File: src/shared/led_drv_pkg.sv
// Package: constants for the serial shift/latch LED driver.
// Assumes a single 20 MHz system clock; no software registers.
package led_drv_pkg;
    localparam int STAGE_COUNT = 16;
    localparam int FIFO_DEPTH = 32;
    localparam logic [15:0] SHIFT_RESET = 16'h0000;
    localparam logic [15:0] LATCH_RESET = 16'h0000;
    localparam int SYNC_STAGES = 2;
    localparam int CLK_PERIOD_NS = 50;
    localparam int FIFO_RESET_COUNT = 0;
endpackage : led_drv_pkg

File: src/verilog/event_fifo.sv
// Holds a small FIFO of words, flip-flop storage addressed by index.
// Assumes one clock and an active-low asynchronous reset.
`timescale 1ns/1ps
`default_nettype none
module event_fifo #(
    parameter int WIDTH = 2,
    parameter int DEPTH = 32
) (
    // Clock and reset
    input wire logic mclk_in,
    input wire logic arst_n_in,
    // Fill side
    input wire logic in_valid_in,
    output logic in_ready_out,
    input wire logic [WIDTH-1:0] in_data_in,
    // Drain side
    output logic out_valid_out,
    input wire logic out_ready_in,
    output logic [WIDTH-1:0] out_data_out
);
    localparam int AW = $clog2(DEPTH);
    logic [WIDTH-1:0] mem_r [DEPTH];
    logic [AW-1:0] wr_r;
    logic [AW-1:0] rd_r;
    logic [AW:0] cnt_r;
    logic push;
    logic pop;

    assign in_ready_out = (cnt_r != DEPTH[AW:0]);
    assign out_valid_out = (cnt_r != '0);
    assign push = in_valid_in && in_ready_out;
    assign pop = out_valid_out && out_ready_in;
    assign out_data_out = mem_r[rd_r];

    // Storage
    always_ff @(posedge mclk_in) begin
        if (push) begin
            mem_r[wr_r] <= in_data_in;
        end
    end

    // Pointers and fill level
    always_ff @(posedge mclk_in or negedge arst_n_in) begin
        if (!arst_n_in) begin
            wr_r <= '0;
            rd_r <= '0;
            cnt_r <= '0;
        end else begin
            if (push) begin
                wr_r <= (wr_r == AW'(DEPTH - 1)) ? '0 : wr_r + 1'b1;
            end
            if (pop) begin
                rd_r <= (rd_r == AW'(DEPTH - 1)) ? '0 : rd_r + 1'b1;
            end
            cnt_r <= cnt_r + {{AW{1'b0}}, push} - {{AW{1'b0}}, pop};
        end
    end
endmodule : event_fifo
`default_nettype wire

File: src/verilog/led_shift_latch.sv
// Holds the 16-stage serial shift register with parallel LED latch.
// Assumes shift_clk, latch_clk, shift_in, wipe_n and out_gate_n arrive
// as pins from a host and are sampled on mclk_in.
`timescale 1ns/1ps
`default_nettype none
module led_shift_latch
    import led_drv_pkg::*;
#(
    parameter int STAGES = STAGE_COUNT,
    parameter int DEPTH = FIFO_DEPTH
) (
    // Clock and reset
    input wire logic mclk_in,
    input wire logic arst_n_in,
    // Host pins
    input wire logic shift_clk_in,
    input wire logic latch_clk_in,
    input wire logic shift_in,
    input wire logic wipe_n_in,
    input wire logic out_gate_n_in,
    // Cascade output
    output logic chain_out,
    // LED outputs, drive value and enable
    output logic [STAGES-1:0] led_drive_out,
    output logic [STAGES-1:0] led_drive_oe_out,
    // Edge events dropped while the queue was full
    output logic overflow_out
);
    // Two-flop synchronisers, bits: shift clk, latch clk, data, wipe_n, gate_n
    logic [4:0] sync1_r;
    logic [4:0] sync2_r;
    logic shift_clk_d_r;
    logic latch_clk_d_r;
    logic shift_rise;
    logic latch_rise;
    logic wipe_n;
    logic gate_n;

    always_ff @(posedge mclk_in or negedge arst_n_in) begin
        if (!arst_n_in) begin
            sync1_r <= 5'h18;
            sync2_r <= 5'h18;
        end else begin
            sync1_r <= {out_gate_n_in, wipe_n_in, shift_in,
                        latch_clk_in, shift_clk_in};
            sync2_r <= sync1_r;
        end
    end

    assign wipe_n = sync2_r[3];
    assign gate_n = sync2_r[4];

    // Edge detection on the synchronised clocks
    always_ff @(posedge mclk_in or negedge arst_n_in) begin
        if (!arst_n_in) begin
            shift_clk_d_r <= 1'b0;
            latch_clk_d_r <= 1'b0;
        end else begin
            shift_clk_d_r <= sync2_r[0];
            latch_clk_d_r <= sync2_r[1];
        end
    end

    assign shift_rise = sync2_r[0] && !shift_clk_d_r;
    assign latch_rise = sync2_r[1] && !latch_clk_d_r;

    // Event queue: {latch, shift, data}; tied edges stay in one entry
    logic ev_valid;
    logic ev_ready;
    logic [2:0] ev_data;
    logic q_valid;
    logic [2:0] q_data;
    logic q_ready;

    assign ev_valid = (shift_rise || latch_rise) && wipe_n;
    assign ev_data = {latch_rise, shift_rise, sync2_r[2]};
    // Always draining; entries popped during wipe are dropped, not replayed
    assign q_ready = 1'b1;

    event_fifo #(
        .WIDTH(3),
        .DEPTH(DEPTH)
    ) u_fifo (
        .mclk_in(mclk_in),
        .arst_n_in(arst_n_in),
        .in_valid_in(ev_valid),
        .in_ready_out(ev_ready),
        .in_data_in(ev_data),
        .out_valid_out(q_valid),
        .out_ready_in(q_ready),
        .out_data_out(q_data)
    );

    logic do_shift;
    logic do_latch;
    assign do_shift = q_valid && wipe_n && q_data[1];
    assign do_latch = q_valid && wipe_n && q_data[2];

    // Overflow flag, sticky until wipe
    always_ff @(posedge mclk_in or negedge arst_n_in) begin
        if (!arst_n_in) begin
            overflow_out <= 1'b0;
        end else if (ev_valid && !ev_ready) begin
            overflow_out <= 1'b1;
        end else if (!wipe_n) begin
            overflow_out <= 1'b0;
        end
    end

    // Shift stages
    logic [STAGES-1:0] shift_r;
    logic [STAGES-1:0] latch_r;

    always_ff @(posedge mclk_in or negedge arst_n_in) begin
        if (!arst_n_in) begin
            shift_r <= SHIFT_RESET[STAGES-1:0];
        end else if (!wipe_n) begin
            shift_r <= SHIFT_RESET[STAGES-1:0];
        end else if (do_shift) begin
            shift_r <= {shift_r[STAGES-2:0],
                        q_data[0]};
        end
    end

    // Holding latch; takes the pre-shift state when both edges coincide
    always_ff @(posedge mclk_in or negedge arst_n_in) begin
        if (!arst_n_in) begin
            latch_r <= LATCH_RESET[STAGES-1:0];
        end else if (!wipe_n) begin
            latch_r <= LATCH_RESET[STAGES-1:0];
        end else if (do_latch) begin
            latch_r <= shift_r;
        end
    end

    assign chain_out = shift_r[STAGES-1];

    // Open-drain style outputs: drive high only when latched high
    genvar g;
    generate
        for (g = 0; g < STAGES; g++) begin : g_led
            assign led_drive_out[g] = latch_r[g];
            assign led_drive_oe_out[g] = latch_r[g] && !gate_n
                && wipe_n;
        end
    endgenerate

    chk_wipe_clears: assert property (
        @(posedge mclk_in) disable iff (!arst_n_in)
        !wipe_n |=> (shift_r == '0) && (latch_r == '0) && !chain_out)
        else $error("wipe did not clear stages");

    chk_wipe_drains: assert property (
        @(posedge mclk_in) disable iff (!arst_n_in)
        !wipe_n |=> !q_valid)
        else $error("queued edge kept through wipe");

    chk_gate_floats: assert property (
        @(posedge mclk_in) disable iff (!arst_n_in)
        gate_n |-> (led_drive_oe_out == '0))
        else $error("outputs driven while gated");

    chk_shift_moves: assert property (
        @(posedge mclk_in) disable iff (!arst_n_in)
        (do_shift && wipe_n) |=> !wipe_n || (shift_r[STAGES-1:1] ==
            $past(shift_r[STAGES-2:0]) && shift_r[0] == $past(q_data[0])))
        else $error("shift did not move stages");

    chk_latch_copies: assert property (
        @(posedge mclk_in) disable iff (!arst_n_in)
        (do_latch && wipe_n) |=> !wipe_n || (latch_r == $past(shift_r)))
        else $error("latch did not copy stages");

    chk_latch_holds: assert property (
        @(posedge mclk_in) disable iff (!arst_n_in)
        (!do_latch && wipe_n) |=> !wipe_n || $stable(latch_r))
        else $error("latch changed without edge");

    chk_shift_holds: assert property (
        @(posedge mclk_in) disable iff (!arst_n_in)
        (!do_shift && wipe_n) |=> !wipe_n || $stable(shift_r))
        else $error("stages changed without shift");

    chk_shift_pulse: assert property (
        @(posedge mclk_in) disable iff (!arst_n_in)
        shift_rise |=> !shift_rise)
        else $error("shift edge seen twice");

    chk_latch_pulse: assert property (
        @(posedge mclk_in) disable iff (!arst_n_in)
        latch_rise |=> !latch_rise)
        else $error("latch edge seen twice");

    chk_chain_tail: assert property (
        @(posedge mclk_in) disable iff (!arst_n_in)
        chain_out == shift_r[STAGES-1])
        else $error("chain output not last stage");

    chk_low_floats: assert property (
        @(posedge mclk_in) disable iff (!arst_n_in)
        (led_drive_oe_out & ~latch_r) == '0)
        else $error("low bit driven");

    chk_oe_tracks: assert property (
        @(posedge mclk_in) disable iff (!arst_n_in)
        (!gate_n && wipe_n) |-> (led_drive_oe_out == latch_r))
        else $error("latched high not driven");

    chk_edge_queued: assert property (
        @(posedge mclk_in) disable iff (!arst_n_in)
        (shift_rise && latch_rise && wipe_n && ev_ready) |=> q_valid)
        else $error("tied edge lost");

    chk_tied_one_entry: assert property (
        @(posedge mclk_in) disable iff (!arst_n_in)
        (shift_rise && latch_rise && wipe_n && ev_ready)
            |=> (q_data[2:1] == 2'b11))
        else $error("tied edges split");
endmodule : led_shift_latch
`default_nettype wire

File: config.mk
export PLATFORM = sky130hd
export DESIGN_NAME = led_shift_latch
export DESIGN_NICKNAME = d
export VERILOG_FILES = /design/src/shared/led_drv_pkg.sv /design/src/verilog/event_fifo.sv /design/src/verilog/led_shift_latch.sv
export SDC_FILE = /design/constraint.sdc
export NUM_CORES = 1
export LEC_CHECK = 0
export BUFFER_PORTS_ARGS = -buffer_cell sky130_fd_sc_hd__buf_4
export CAP_MARGIN = 0
export CORE_ASPECT_RATIO = 0.6
export CORE_UTILIZATION = 50
export DETAILED_ROUTE_END_ITERATION = 10
export PLACE_DENSITY = 0.74
export RECOVER_POWER = 50
export SYNTH_ARGS = -nofsm -noshare
export SYNTH_HDL_FRONTEND = slang
export SYNTH_SLANG_ARGS = --single-unit
export TNS_END_PERCENT = 100
File: constraint.sdc
create_clock -name mclk_in -period 5.7 [get_ports mclk_in]
set_input_delay 0.285 -clock mclk_in [delete_from_list [all_inputs] [get_ports mclk_in]]
set_output_delay 0.285 -clock mclk_in [all_outputs]
set_load 0.02 [all_outputs]
After elaboration in Yosys (flattened, before gate mapping)
Memories as Yosys holds them, arrays and structs flattened.
Cells that the tools add are included.
{ "word_totals": {"regBits": 61, "inputBits": 7, "output_inout_bits": 34, "memories": 1, "ramBits": 96} }
{ "mem_list": {"columns": ["name", "depth", "width", "read_ports", "rd_ports_with_merged_regs", "write_ports", "line_no", "rtl"], "rows": [
  ["u_fifo.mem_r", 32, 3, 1, 0, 1, "event_fifo.sv:22", "logic [WIDTH-1:0] mem_r [DEPTH];"]
]} }
{ "op_classes": {"n_addsub": 4, "n_eq_ne": 6, "n_mux": 10, "reduce_logical": 46} }
{ "ops": {"columns": ["cell", "count"], "rows": [
  ["$mux W16", 4],
  ["$logic_and A1 B1 Y1", 40],
  ["$add A5 B1 Y5 const B", 2],
  ["$eq A5 B5 Y1 const B", 2],
  ["$mux W5", 2],
  ["$add A6 B1 Y6", 1],
  ["$ne A2 B1 Y1 const B", 3],
  ["$ne A6 B6 Y1 const B", 1],
  ["$reduce_bool A6 Y1", 1],
  ["$sub A6 B1 Y6", 1],
  ["$logic_not A1 Y1", 4],
  ["$mux W1", 4],
  ["$logic_or A1 B1 Y1", 1]
]} }

Logic depth before layout (Yosys ltp)
Gate-level depths: netlist of run 1.
{ "depth": {"depth_word": 7, "ltp_mapped": 16} }

Cells and area by module
Synthesis of run 1 repeated with hierarchy kept, for this count alone.
{ "hier_totals": {"hier_cells": 500, "hier_area_um2": 6914.1} }
{ "modules_own_cells": {"columns": ["mod", "area_each_um2", "n_inst", "cells_each"], "rows": [
  ["event_fifo", 4921.0, 1, 314],
  ["led_shift_latch", 1993.2, 1, 186]
]} }

Least setup slack after synthesis of run 1
No wires, ideal clock.
{ "synth_path": {"path_type": "reg2reg", "start": "register shift_clk_d_r", "end": "register u_fifo.cnt_r[4]", "setup_ps": 122, "stages_incl_launch_ff": 12, "path_buffers": 0, "slack_ps": 2843, "arrival_ps": 2734, "synth_period_minus_slack_ps": 2857, "path_cell_list": "dfrtp_1 nor2b_1 o211ai_1 clkinv_1 ha_1 inv_1 fa_1 inv_1 a21oi_1 nor2_1 nor2_1 xnor2_1"} }
{ "synth_via": {"elab_chain_cells": 7} }
{ "synth_rtl": {"columns": ["element", "line_no", "rtl"], "rows": [
  ["from (decl)", "led_shift_latch.sv:32", "logic shift_clk_d_r;"],
  ["from (signal assigned)", "led_shift_latch.sv:59", "shift_clk_d_r <= sync2_r[0];"],
  ["$logic_not A1 Y1", "led_shift_latch.sv:64", "assign shift_rise = sync2_r[0] && !shift_clk_d_r;"],
  ["$logic_and A1 B1 Y1", "led_shift_latch.sv:64", null],
  ["via shift_rise", "led_shift_latch.sv:34", "logic shift_rise;"],
  ["$logic_or A1 B1 Y1", "led_shift_latch.sv:75", "assign ev_valid = (shift_rise || latch_rise) && wipe_n;"],
  ["$logic_and A1 B1 Y1", "led_shift_latch.sv:75", null],
  ["$logic_and A1 B1 Y1", "event_fifo.sv:31", "assign push = in_valid_in && in_ready_out;"],
  ["via u_fifo.push", "event_fifo.sv:26", "logic push;"],
  ["$add A6 B1 Y6", "event_fifo.sv:55", "cnt_r <= cnt_r + {{AW{1'b0}}, push} - {{AW{1'b0}}, pop};"],
  ["$sub A6 B1 Y6", "event_fifo.sv:55", null],
  ["to (signal assigned)", "event_fifo.sv:55", null],
  ["to (decl)", "event_fifo.sv:25", "logic [AW:0] cnt_r;"]
]} }
The timed path passes the listed nets, and every way through them passes these cells.
A chain may end at the register's enable or synchronous reset.

Worst setup path in the final report of run 1
Ends and elaborated chain as after synthesis.

==> metrics.md, run 1 <==
| Metric | Value |
|---|---|
| Post-route ant nets | `0` |
| DRC viols | `2` |
| Tmin final | `3.866 ns` |
| RR Startpoint | `shift_clk_d_r$_DFF_PN0_` |
| Status | `finished, violations left` |
| Period utilization | `67.83%` |
| Fillers | `between 900 and 1,000` |
| Area of the multi-input gates | `2111 um2` |
| Fmax | `0.2587 GHz` |
| Power Internal | `2.383 mW` |
| Initial DRT Pass Iterations | `8` |
| Final Hold Vio Count | `0` |
| Reg2reg end | `u_fifo.cnt_r[4]$_DFF_PN0_` |
| GRT Max-Usage Layer | `met1` |
| CP Class | `reg2reg` |
| Commonest non-fill, non-tap cell in the layout | `edfxtp_1` |
| Crit path capture | `u_fifo.cnt_r[4]$_DFF_PN0_` |
| CP endpoint kind | `register` |
| IO Count | `41` |
| CTS tree | `done` |
| Violated checks | `design-rule violations, max-capacitance violations, max-slew violations` |
| Die width | `between 150 and 200 um` |
| Combinational cell fraction of total power | `between 20 and 30%` |
| Slowest library cell on the worst path | `nor2b_1` |
| Unrepaired setup endpoints after global routing | `no` |
| Initial Util | `52.03%` |
| Crit path cell chain | `nor2b_1 > o211ai_1 > clkinv_1 > ha_1 > inv_1 > fa_1 > inv_1 > a21oi_1 > nor2_1 > nor2_1 > xnor2_1` |
| Number of enable flip-flop cells after synthesis | `between 90 and 100` |
| Total Routing Usage GR | `19.98%` |
| Fin Setup TNS | `0 ns` |
| Mapped Area | `approximately 6800 um2` |
| Worst slew margin | `-117.0%` |
| Core Area | `13,010 um2` |
| Share of post-route cells with drive strength above 1 | `16.05%` |
| Worst slew pin tran | `approximately 3.3 ns` |
| Crit path buffers/inverters | `3` |
| Peak VDD IR | `~0.31 mV` |
| Ys async rst share | `38.85%` |
| CP Launch Type | `register` |
| Vias in the first global route | `3,868` |
| Synth warn | `0` |
| Final net count | `between 500 and 600` |
| Met3 usage | `4.206%` |
| Total number of vias | `approximately 3,700` |
| Die area | `14,030 um2` |
| Critical path origin | `shift_clk_d_r$_DFF_PN0_` |
| Worst reg-to-reg setup slack | `about 1.8 ns` |
| Family with the most delay on the worst path | `simple AND/OR/NAND/NOR gates` |
| Met2 GRT Util | `a little under 30%` |
| FF/Latch Area | `between 4000 and 5000 um2` |
| Clock buffer count from CTS | `17` |
| Lkg Pwr | `3.090 nW` |
| Worst-path maximum fanout | `34` |
| Most frequent cells in the layout | `edfxtp_1 (96), dfrtp_1 (57), nand2_1 (44)` |
| Power per cell area | `446.1 nW/um2` |
| # rows | `32` |
| Input/output buffers | `40` |
| Clock buffer depth | `2` |
| Clock power frac | `31.2%` |
| Antenna diode count | `0` |
| Worst-path clk slew | `approximately 0.06 ns` |
| Seq pwr share | `41.3%` |
| Syn_area_per_cell | `14.91 um2` |
| Htree depth | `4` |
| Post_cts resized | `0` |
| Routed WL | `12,820 um` |
| Synth Flop Type | `edfxtp_1` |
| Root Buffer | `clkbuf_16` |
| Syn_nets | `between 400 and 500` |
| Cell variety after synth | `between 40 and 50` |
| First-pass GRT wire length | `slightly above 20,000 um` |
| CTS sink count | `between 150 and 200` |
| GRT Residual Overflow | `0` |
| Slew Limit Fails | `97` |
| WP depth | `11` |
| Hold Buf Count CTS | `6` |
| FF+latch count, synth | `157` |
| Path depth of the worst reg2reg path | `11` |
| Net Switching | `between 1 and 1.5 mW` |
| Switching Fraction | `30.82%` |
| Initial DRC Count | `approximately 360` |
| Placer Congestion | `0.8584` |
| Vias/cell | `approximately 5.4` |
| Layout area overhead | `14.05%` |
| Sequential fraction of the synthesis area | `65.20%` |
| Pwr Total | `about 3.4 mW` |
| Pin count of the biggest net entering global routing | `62` |
| Post-CTS setup buffer count | `0` |
| Hpwl dp | `approximately 8200 um` |
| Hold path depth | `0` |
| Max_cap viols | `2` |
| Initial antenna violation count | `0` |
| Wire per inst | `between 15 and 20 um` |
| Skew-Pair Late Insertion Delay | `0.42 ns` |
| Die H | `roughly 92 um` |
| Worst Skew | `0.01204 ns` |
| Final setup vio count | `0` |
| Hold/Removal Path Class | `reg2reg` |
| Crit path required time | `6.01 ns` |
| Worst path max stage delay | `1.54 ns` |
| Grt met1 use | `between 20 and 30%` |
| Syn Inst Count | `454` |
| CP Data Arrival Time | `4.17 ns` |
[power by group through the flow]
| stage | Sequential (mW) | Clock, mW | Combinational, mW |
|---|---|---|---|
| detailed placement | 1.44 | 0 | 0.948 |
| global placement | 1.44 | 0 | 0.919 |
| global route | 1.44 | 1.13 | 1.04 |
| finish | 1.42 | 1.08 | 0.948 |
| floorplan | 1.38 | 0 | 0.833 |
| CTS | 1.42 | 1.08 | 0.960 |
[per-stage QoR]
step                      hold WS [ns]  utilization (%)  std cells  worst slack [ns]  cell area (um2)
after floorplan               -0.01059                -        454             2.843             6770
after global placement          0.3333            55.08        649             2.695             7167
after detailed placement        0.3378            55.08        649             2.474             7167
after CTS                       0.3506            59.87        687             2.468             7790
after global routing            0.3553            59.34        687             1.373             7721
final                           0.3510            59.34        687             1.834             7721
[layout make-up]
| class | instances | share of cell area (%) |
|---|---|---|
| Multi-Input combinational cell | 249 | 27.34 |
| Clock buffer | 21 | 6.158 |
| Clock inverter | 11 | 1.134 |
| Inverter | 31 | 1.507 |
| Sequential cell | 157 | 57.17 |
| Timing Repair Buffer | 48 | 3.938 |
| Tap cell | 170 | 2.755 |
[logic make-up after synthesis]
family / Yosys count / share of synthesized area (%)
simple gates: 130 / 9.462
fa+ha+maj: 17 / 3.253
mux: 69 / 14.97
flops: 157 / 65.20
compound gates: 29 / 2.865
xor+xnor: 4 / 0.5176
buf+inv: 48 / 3.733
[layer usage]
layer | vias to the layer above | wire length, um
met3 | 17 | 735
li1 | 1738 | -
met1 | 1880 | 6234
met4 | 0 | 165
met2 | 107 | 5688
met5 | - | 0
[sequential cells by signal, indices dropped and copies added (netlist names)]
signal         count
latch_clk_d_r      1
led_drive_out     16
overflow_out       1
shift_clk_d_r      1
shift_r           16
sync1_r            5
sync2_r            5
u_fifo.cnt_r       6
u_fifo.mem_r      96
u_fifo.rd_r        5
u_fifo.wr_r        5
[cells in the mapped netlist (all sizes together), types with 4 or more instances]
cell	number	share of area, %
a21oi	5	0.37
a22oi	6	0.87
and2	19	1.8
buf	8	1.5
clkbuf	9	0.50
dfrtp	57	21
dfstp	4	1.6
edfxtp	96	43
ha	16	3.0
inv	30	1.7
mux2	4	0.67
mux2i	43	6.5
mux4	22	7.8
nand2	44	2.4
nand3b	4	0.44
nor2	43	2.4
nor2b	5	0.46
o21ai	11	0.81
[worst min-delay path by stage]
stage / start / endpoint / slack (ns)
global placement: sync1_r[0]$_DFF_PN0_ / sync2_r[0]$_DFF_PN0_ / 0.33
detailed placement: sync1_r[0]$_DFF_PN0_ / sync2_r[0]$_DFF_PN0_ / 0.34
CTS: sync1_r[0]$_DFF_PN0_ / sync2_r[0]$_DFF_PN0_ / 0.35
finish: sync1_r[0]$_DFF_PN0_ / sync2_r[0]$_DFF_PN0_ / 0.35
global route: sync1_r[0]$_DFF_PN0_ / sync2_r[0]$_DFF_PN0_ / 0.36
floorplan: arst_n_in / latch_clk_d_r$_DFF_PN0_ / -0.01
Power figures use the tool's default switching activity.
==> inputs of run 2 (changes only) <==
- ABC_AREA: unset -> 1
- PLACE_DENSITY: 0.74 -> 0.73
- clock period: 5.7 -> 3.6 ns (I/O delays scaled with it)
==> metrics.md, run 2 <==
| Metric | Value |
|---|---|
| Share of post-route cells with drive strength above 1 | `10.34% (-5.7 points)` |
| Fin Hold WS | `0.3550 ns (+0.004050 ns)` |
| CTS tree | `done` |
| Root Buffer | `clkbuf_16` |
| Crit path required time | `3.90 ns (-2.11 ns)` |
| Setup WS post-layout | `0.9949 ns (-0.8390 ns)` |
| Syn_area_per_cell | `9.842 um2 (-34%)` |
| Clock buffer depth | `2 (unchanged)` |
| CP endpoint kind | `register` |
| Most frequent cells in the layout | `nand2_1 (177), edfxtp_1 (96), inv_1 (90)` |
| Fmax | `0.3839 GHz (+48%)` |
| Biggest register | `u_fifo.mem_r` |
| Post_cts resized | `0 (unchanged)` |
| Core Area | `13,870 um2 (+6.6%)` |
| Worst-path clk slew | `0.07 ns (about the same)` |
| Max reg flops | `96 (unchanged)` |
| CP Data Arrival Time | `2.91 ns (-1.26 ns)` |
| FF+latch count, synth | `157 (unchanged)` |
| DRC viols | `0 (-2)` |
| Hold/Removal Path Class | `reg2reg` |
| # rows | `33 (+3.1%)` |
| Slew Limit Fails | `127 (+31%)` |
| Worst slew margin | `-1.909% (+120 points)` |
| Syn_nets | `756 (+58%)` |
| Die area | `14,910 um2 (+6.3%)` |
| Mux share of post-synthesis cell area | `0% (-15 points)` |
| CP Class | `reg2reg` |
| Die H | `94.98 um (+3.1%)` |
| Placer Congestion | `0.7984 (-7.0%)` |
| GRT Residual Overflow | `0 (unchanged)` |
| Simple-Gate Fraction of Synth Area | `24.52% (+15 points)` |
| Top cells by count, synth | `nand2_1 (177), edfxtp_1 (96), inv_1 (90), nor2_1 (80), nand3_1 (70)` |
| Sequential fraction of the synthesis area | `61.27% (-3.9 points)` |
| Pre-CTS WS | `1.011 ns (-1.463 ns)` |
| Pin count of the biggest net entering global routing | `62 (unchanged)` |
| Adder-cell share of the synthesized area | `3.057% (-0.20 points)` |
| Skew-Pair Late Insertion Delay | `0.42 ns (about the same)` |
| Share of the synthesized area in the top cell type | `40.01% (-2.6 points)` |
| Crit path buffers/inverters | `3 (unchanged)` |
| Vias in the first global route | `4,877 (+26%)` |
| Status | `finished, violations left` |
| Initial DRT Pass Iterations | `5 (-3)` |
| Total Routing Usage GR | `22.88% (+2.9 points)` |
| Path depth of the worst reg2reg path | `10 (-1)` |
| Syn Inst Count | `732 (+61%)` |
| Wire per inst | `16.31 um (-13%)` |
| Input/output buffers | `40 (unchanged)` |
| Hold path depth | `0 (unchanged)` |
| Hpwl dp | `10,380 um (+26%)` |
| Max_cap viols | `3 (+1)` |
| Cell variety after synth | `30 (-32%)` |
| Synth area leaders | `edfxtp_1 (40%), dfrtp_1 (20%), nand2_1 (9.2%), nand3_1 (4.9%), inv_1 (4.7%)` |
| Crit path cell chain | `inv_1 > ha_1 > nand4_1 > ha_1 > inv_1 > ha_1 > inv_1 > fa_1 > o21a_1 > xor2_1` |
| Family with the most delay on the worst path | `adder cells` |
| Violated checks | `max-capacitance violations, max-slew violations` |
| Final setup vio count | `0 (unchanged)` |
| XOR/XNOR share of the synthesized area | `0.6078% (+0.090 points)` |
| Complex-gate fraction of the synthesized area | `2.952% (+0.088 points)` |
| Peak VDD IR | `0.3995 mV (+27%)` |
| Routed WL | `15,900 um (+24%)` |
| Main combinational cell family by area after synthesis | `simple AND/OR/NAND/NOR gates` |
| Worst Skew | `0.01122 ns (-0.0008125 ns)` |
| Worst path max stage delay | `0.43 ns (-1.11 ns)` |
| Initial DRC Count | `484 (+33%)` |
| Worst reg-to-reg setup slack | `0.99 ns (-0.84 ns)` |
| WP depth | `10 (-1)` |
| Ys async rst share | `38.85% (unchanged)` |
| Vias/cell | `5.312 (-2.5%)` |
| Fillers | `1,225 (+27%)` |
| Mapped Area | `7204 um2 (+6.4%)` |
| Tmin final | `2.605 ns (-1.261 ns)` |
| Slowest library cell on the worst path | `ha_1` |
| Clock buffer count from CTS | `17 (unchanged)` |
| CTS sink count | `157 (unchanged)` |
| Layout area overhead | `13.09%` |
| Antenna diode count | `0 (unchanged)` |
| Period utilization | `72.36% (+4.5 points)` |
| Initial Util | `51.93% (-0.099 points)` |
| Area leader, netlist | `edfxtp_1` |
| Final net count | `794 (+50%)` |
| Fin Setup TNS | `0 ns (unchanged)` |
| Worst-path maximum fanout | `12 (-65%)` |
| Number of enable flip-flop cells after synthesis | `96 (unchanged)` |
| Post-route ant nets | `0 (unchanged)` |
| Total number of vias | `5,179 (+38%)` |
| Lkg Pwr | `3.600 nW (+17%)` |
| Worst slew pin tran | `1.529 ns (-1.727 ns)` |
| Synth warn | `0 (unchanged)` |
| CP Launch Type | `register` |
| Final Hold Vio Count | `0 (unchanged)` |
| Initial antenna violation count | `0 (unchanged)` |
| Commonest non-fill, non-tap cell in the layout | `nand2_1` |
| First-pass GRT wire length | `25,200 um (+22%)` |
| Die width | `157.0 um (+3.1%)` |
| Power per cell area | `728.0 nW/um2 (+63%)` |
| Top-count cell post-synth | `nand2_1` |
| Htree depth | `4 (unchanged)` |
| Synth Flop Type | `edfxtp_1` |
| Unrepaired setup endpoints after global routing | `no` |
| IO Count | `41 (unchanged)` |
run 2: cell count changes in the layout (fill, tap and decap cells not counted), sizes merged, moves of 19 or more:
cell   change
nand4     +32
mux2i     -43
nand3     +84
inv       +67
nor2      +37
mux4      -22
and2      -19
nand2    +133
run 2: final cells by class:
cell class	count	area, um2	area share, %
multi-input combinational	447	2243	27.53
inverter	94	352.8	4.330
timing repair buffer	53	335.3	4.115
sequential	157	4414	54.18
tap	192	240.2	2.948
clock buffer	18	439.2	5.390
clock inverter	14	122.6	1.505
run 2: path summary, 6_finish.rpt:
check	to	startpoint
min in group asynchronous	shift_r[3]$_DFFE_PN0P_	arst_n_in
max in group asynchronous	u_fifo.wr_r[3]$_DFFE_PN0P_	arst_n_in
hold / removal	sync2_r[2]$_DFF_PN0_	sync1_r[2]$_DFF_PN0_
hold reg to reg	sync2_r[2]$_DFF_PN0_	sync1_r[2]$_DFF_PN0_
setup / recovery	u_fifo.cnt_r[4]$_DFF_PN0_	u_fifo.cnt_r[2]$_DFF_PN0_
setup reg to reg	u_fifo.cnt_r[4]$_DFF_PN0_	u_fifo.cnt_r[2]$_DFF_PN0_
run 2: logic make-up after synthesis:
group,after synthesis
compound gates,38
buf+inv,128
simple gates,387
fa+ha+maj,17
xor+xnor,5
flops,157
run 2: what timing repair did:
action                                 CTS  global route
hold buffers                             6             0
endpoints found under the hold margin   62             0
setup buffers                            0             0
run 2: layer usage:
| layer | global-route usage (%) | up-vias | share of wire (%) |
|---|---|---|---|
| li1 | - | 2486 | - |
| met1 | 32.92 | 2465 | 47 |
| met2 | 34.41 | 209 | 44 |
| met3 | 5.645 | 19 | 8.1 |
| met4 | 6.536 | 0 | 1.0 |
| met5 | 0 | - | 0 |
run 2: where the power goes:
part	internal [mW]	switching, mW
clock network	0.925	0.773
registers	2.07	0.154
logic	0.574	1.44
run 2: worst reg2reg max path, delay by kind of cell (launching register included):
kind | cells | cell delay (ns)
AND/OR/NAND/NOR | 1 | 0.36
AO/OA/AOI/OAI | 1 | 0.21
flip-flops | 1 | 0.38
adder cells (fa/ha/maj) | 4 | 1.18
buffers and inverters | 3 | 0.21
XOR/XNOR | 1 | 0.14
run 2: stage by stage:
step / util [%] / instances / cell area, um2 / power (mW)
2_1_floorplan: - / 732 / 7204 / 3.759
3_3_place_gp: 54.81 / 937 / 7604 / 4.137
3_5_place_dp: 54.81 / 937 / 7604 / 4.224
4_1_cts: 59.29 / 975 / 8225 / 5.923
5_1_grt: 58.73 / 975 / 8148 / 6.248
6_report: 58.73 / 975 / 8148 / 5.932
==> inputs of run 3 (changes only) <==
- ABC_AREA: 1 -> 0
- PLACE_DENSITY: 0.73 -> 0.76
- clock period: 3.6 -> 2.14 ns (I/O delays scaled with it)
==> metrics.md, run 3 (same netlist as run 1, synthesis figures left out) <==
| Metric | Value |
|---|---|
| Status | `finished, violations left` |
| Violated checks | `design-rule violations, max-capacitance violations, max-slew violations, negative setup slack` |
| Biggest register | `u_fifo.mem_r` |
| Lkg Pwr | `3.326 nW (-7.6%)` |
| CP Launch Type | `register` |
| Worst-path maximum fanout | `2 (-10)` |
| Slew Limit Fails | `61 (-52%)` |
| Final std cells w/o fill | `728 (-25%)` |
| Final net count | `569 (-28%)` |
| Worst reg-to-reg setup slack | `-0.15 ns (-1.14 ns)` |
| # rows | `32 (-3.0%)` |
| Final setup vio count | `3 (+3)` |
| Max_cap viols | `1 (-2)` |
| Peak VDD IR | `0.7617 mV (+91%)` |
| Root Buffer | `clkbuf_16` |
| CTS sink count | `157 (unchanged)` |
| Die area | `14,030 um2 (-5.9%)` |
| Period utilization | `106.9% (+35 points)` |
| Unrepaired setup endpoints after global routing | `yes` |
| Crit path required time | `2.48 ns (-1.42 ns)` |
| Worst-path clk slew | `0.07 ns (about the same)` |
| Total Routing Usage GR | `21.35% (-1.5 points)` |
| Fillers | `896 (-27%)` |
| Hold/Removal Path Class | `in2reg` |
| IO Count | `41 (unchanged)` |
| Fin Setup TNS | `-0.3028 ns (-0.3028 ns)` |
| Layout area overhead | `22.44%` |
| Worst slew margin | `-0.2963% (+1.6 points)` |
| Clock buffer depth | `2 (unchanged)` |
| Most frequent cells in the layout | `edfxtp_1 (96), dfrtp_1 (56), nand2_1 (44)` |
| Share of post-route cells with drive strength above 1 | `27.06% (+17 points)` |
| Hpwl dp | `8907 um (-14%)` |
| Die H | `92.14 um (-3.0%)` |
| Setup WS post-layout | `-0.1470 ns (-1.142 ns)` |
| Placer Congestion | `0.7647 (-4.2%)` |
| Skew-Pair Late Insertion Delay | `0.42 ns (about the same)` |
| Vias/cell | `5.485 (+3.3%)` |
| Initial antenna violation count | `0 (unchanged)` |
| DRC viols | `4 (+4)` |
| Vias in the first global route | `4,188 (-14%)` |
| Wire per inst | `19.18 um (+18%)` |
| First-pass GRT wire length | `22,110 um (-12%)` |
| GRT Residual Overflow | `0 (unchanged)` |
| Clock power frac | `28.9% (+0.3 points)` |
| Commonest non-fill, non-tap cell in the layout | `edfxtp_1` |
| Routed WL | `13,960 um (-12%)` |
| Power per cell area | `1251 nW/um2 (+72%)` |
| Initial Util | `52.03% (+0.099 points)` |
| Pin count of the biggest net entering global routing | `62 (unchanged)` |
| Hold path endpoint | `sync1_r[3]$_DFF_PN1_` |
| Die width | `152.2 um (-3.0%)` |
| Initial DRC Count | `331 (-32%)` |
| Post-route ant nets | `0 (unchanged)` |
| Tmin final | `2.287 ns (-0.3181 ns)` |
| Worst Skew | `0.01096 ns (-0.0002613 ns)` |
| Combinational cell fraction of total power | `35.1% (+1.2 points)` |
| Net Switching | `3.226 mW (+36%)` |
| Path depth of the worst reg2reg path | `13 (+3)` |
| Switching Fraction | `31.10% (-8.8 points)` |
| Input/output buffers | `40 (unchanged)` |
| Core Area | `13,010 um2 (-6.2%)` |
| Finished Core Util | `63.70% (+5.0 points)` |
| Htree depth | `4 (unchanged)` |
| Total number of vias | `3,993 (-23%)` |
| Fmax | `0.4372 GHz (+14%)` |
| Worst slew pin tran | `1.504 ns (-0.02419 ns)` |
| Clock buffer count from CTS | `17 (unchanged)` |
| Seq pwr share | `35.9% (-1.5 points)` |
| RR Startpoint | `u_fifo.cnt_r[3]$_DFF_PN0_` |
| CP Class | `reg2reg` |
| CP endpoint kind | `register` |
| Power Internal | `7.147 mW (+100%)` |
| Max reg flops | `96 (unchanged)` |
| Worst Min Path Start | `wipe_n_in` |
| CTS tree | `done` |
| Hold path depth | `2 (+2)` |
| Final Hold Vio Count | `0 (unchanged)` |
| Reg2reg end | `u_fifo.cnt_r[5]$_DFF_PN0_` |
| CP Data Arrival Time | `2.63 ns (-0.28 ns)` |
| Pwr Total | `10.37 mW (+75%)` |
| Post-Place Cells | `681 (-27%)` |
| Initial DRT Pass Iterations | `8 (+3)` |
| Antenna diode count | `0 (unchanged)` |
-- run 3: power groups by stage --
stage | clock network, mW | logic (mW) | registers (mW)
final | 3.00 | 3.65 | 3.73
after global routing | 3.17 | 3.90 | 3.75
after CTS | 3.03 | 3.38 | 3.72
after detailed placement | 0 | 3.13 | 3.77
after global placement | 0 | 3.01 | 3.75
after floorplan | 0 | 2.26 | 3.69
-- run 3: timing repair --
| action | CTS | global route |
|---|---|---|
| gates cloned | 1 | 1 |
| setup endpoints to repair | 34 | 57 |
| hold buffers | 6 | 0 |
| endpoints found under the hold margin | 62 | 0 |
| buffers inserted | 3 | 6 |
| resized for setup | 11 | 17 |
| pin swaps | 6 | 10 |
-- run 3: cell type report --
class	count	area, um2	share of cell area (%)
Clock buffer	20	479.2	5.781
Clock inverter	12	120.1	1.449
Tap cell	170	212.7	2.566
Sequential cell	157	4415	53.27
Timing Repair Buffer	89	765.7	9.238
Inverter	31	118.9	1.434
Multi-Input combinational cell	249	2177	26.26
-- run 3: worst max path at each step --
stage / start / to / slack, ns / cells past startpoint
after floorplan: u_fifo.cnt_r[3]$_DFF_PN0_ / u_fifo.cnt_r[4]$_DFF_PN0_ / -0.12 / 16
after global placement: u_fifo.cnt_r[3]$_DFF_PN0_ / u_fifo.cnt_r[4]$_DFF_PN0_ / -0.1 / 15
after detailed placement: u_fifo.cnt_r[3]$_DFF_PN0_ / u_fifo.cnt_r[4]$_DFF_PN0_ / -0.14 / 15
after CTS: u_fifo.cnt_r[2]$_DFF_PN0_ / u_fifo.cnt_r[4]$_DFF_PN0_ / -0.03 / 15
after global routing: u_fifo.cnt_r[3]$_DFF_PN0_ / u_fifo.cnt_r[5]$_DFF_PN0_ / -0.28 / 13
final: u_fifo.cnt_r[3]$_DFF_PN0_ / u_fifo.cnt_r[5]$_DFF_PN0_ / -0.15 / 13
-- run 3: layer usage --
metal  vias up  global-route usage [%]  routed length (um)
met1      2024                   29.12                6362
met3        20                   5.766                 810
li1       1815                       -                   -
met2       134                   33.41                6623
met4         0                   7.143                 165
met5         -                       0                   0
-- run 3: metrics by stage --
stage	hold WS [ns]	cell area, um2	setup slack (ns)
after floorplan	-0.1886	6833	-0.1239
after global placement	0.2156	7555	-0.09636
after detailed placement	0.2163	7555	-0.1382
after CTS	0.3129	8304	-0.02778
after global routing	0.3420	8289	-0.2763
final	0.3448	8289	-0.1470
-- run 3: worst max-delay path, cell delays in order (launching register included) --
cell and delay (ns):
dfrtp_1 0.39, inv_2 0.10, ha_4 0.14, nor3b_2 0.14
and2_4 0.18, inv_4 0.03, ha_4 0.25, inv_2 0.04
ha_4 0.15, a21o_1 0.18, a21oi_2 0.15, o21bai_1 0.11
a21oi_1 0.18, xor2_1 0.18
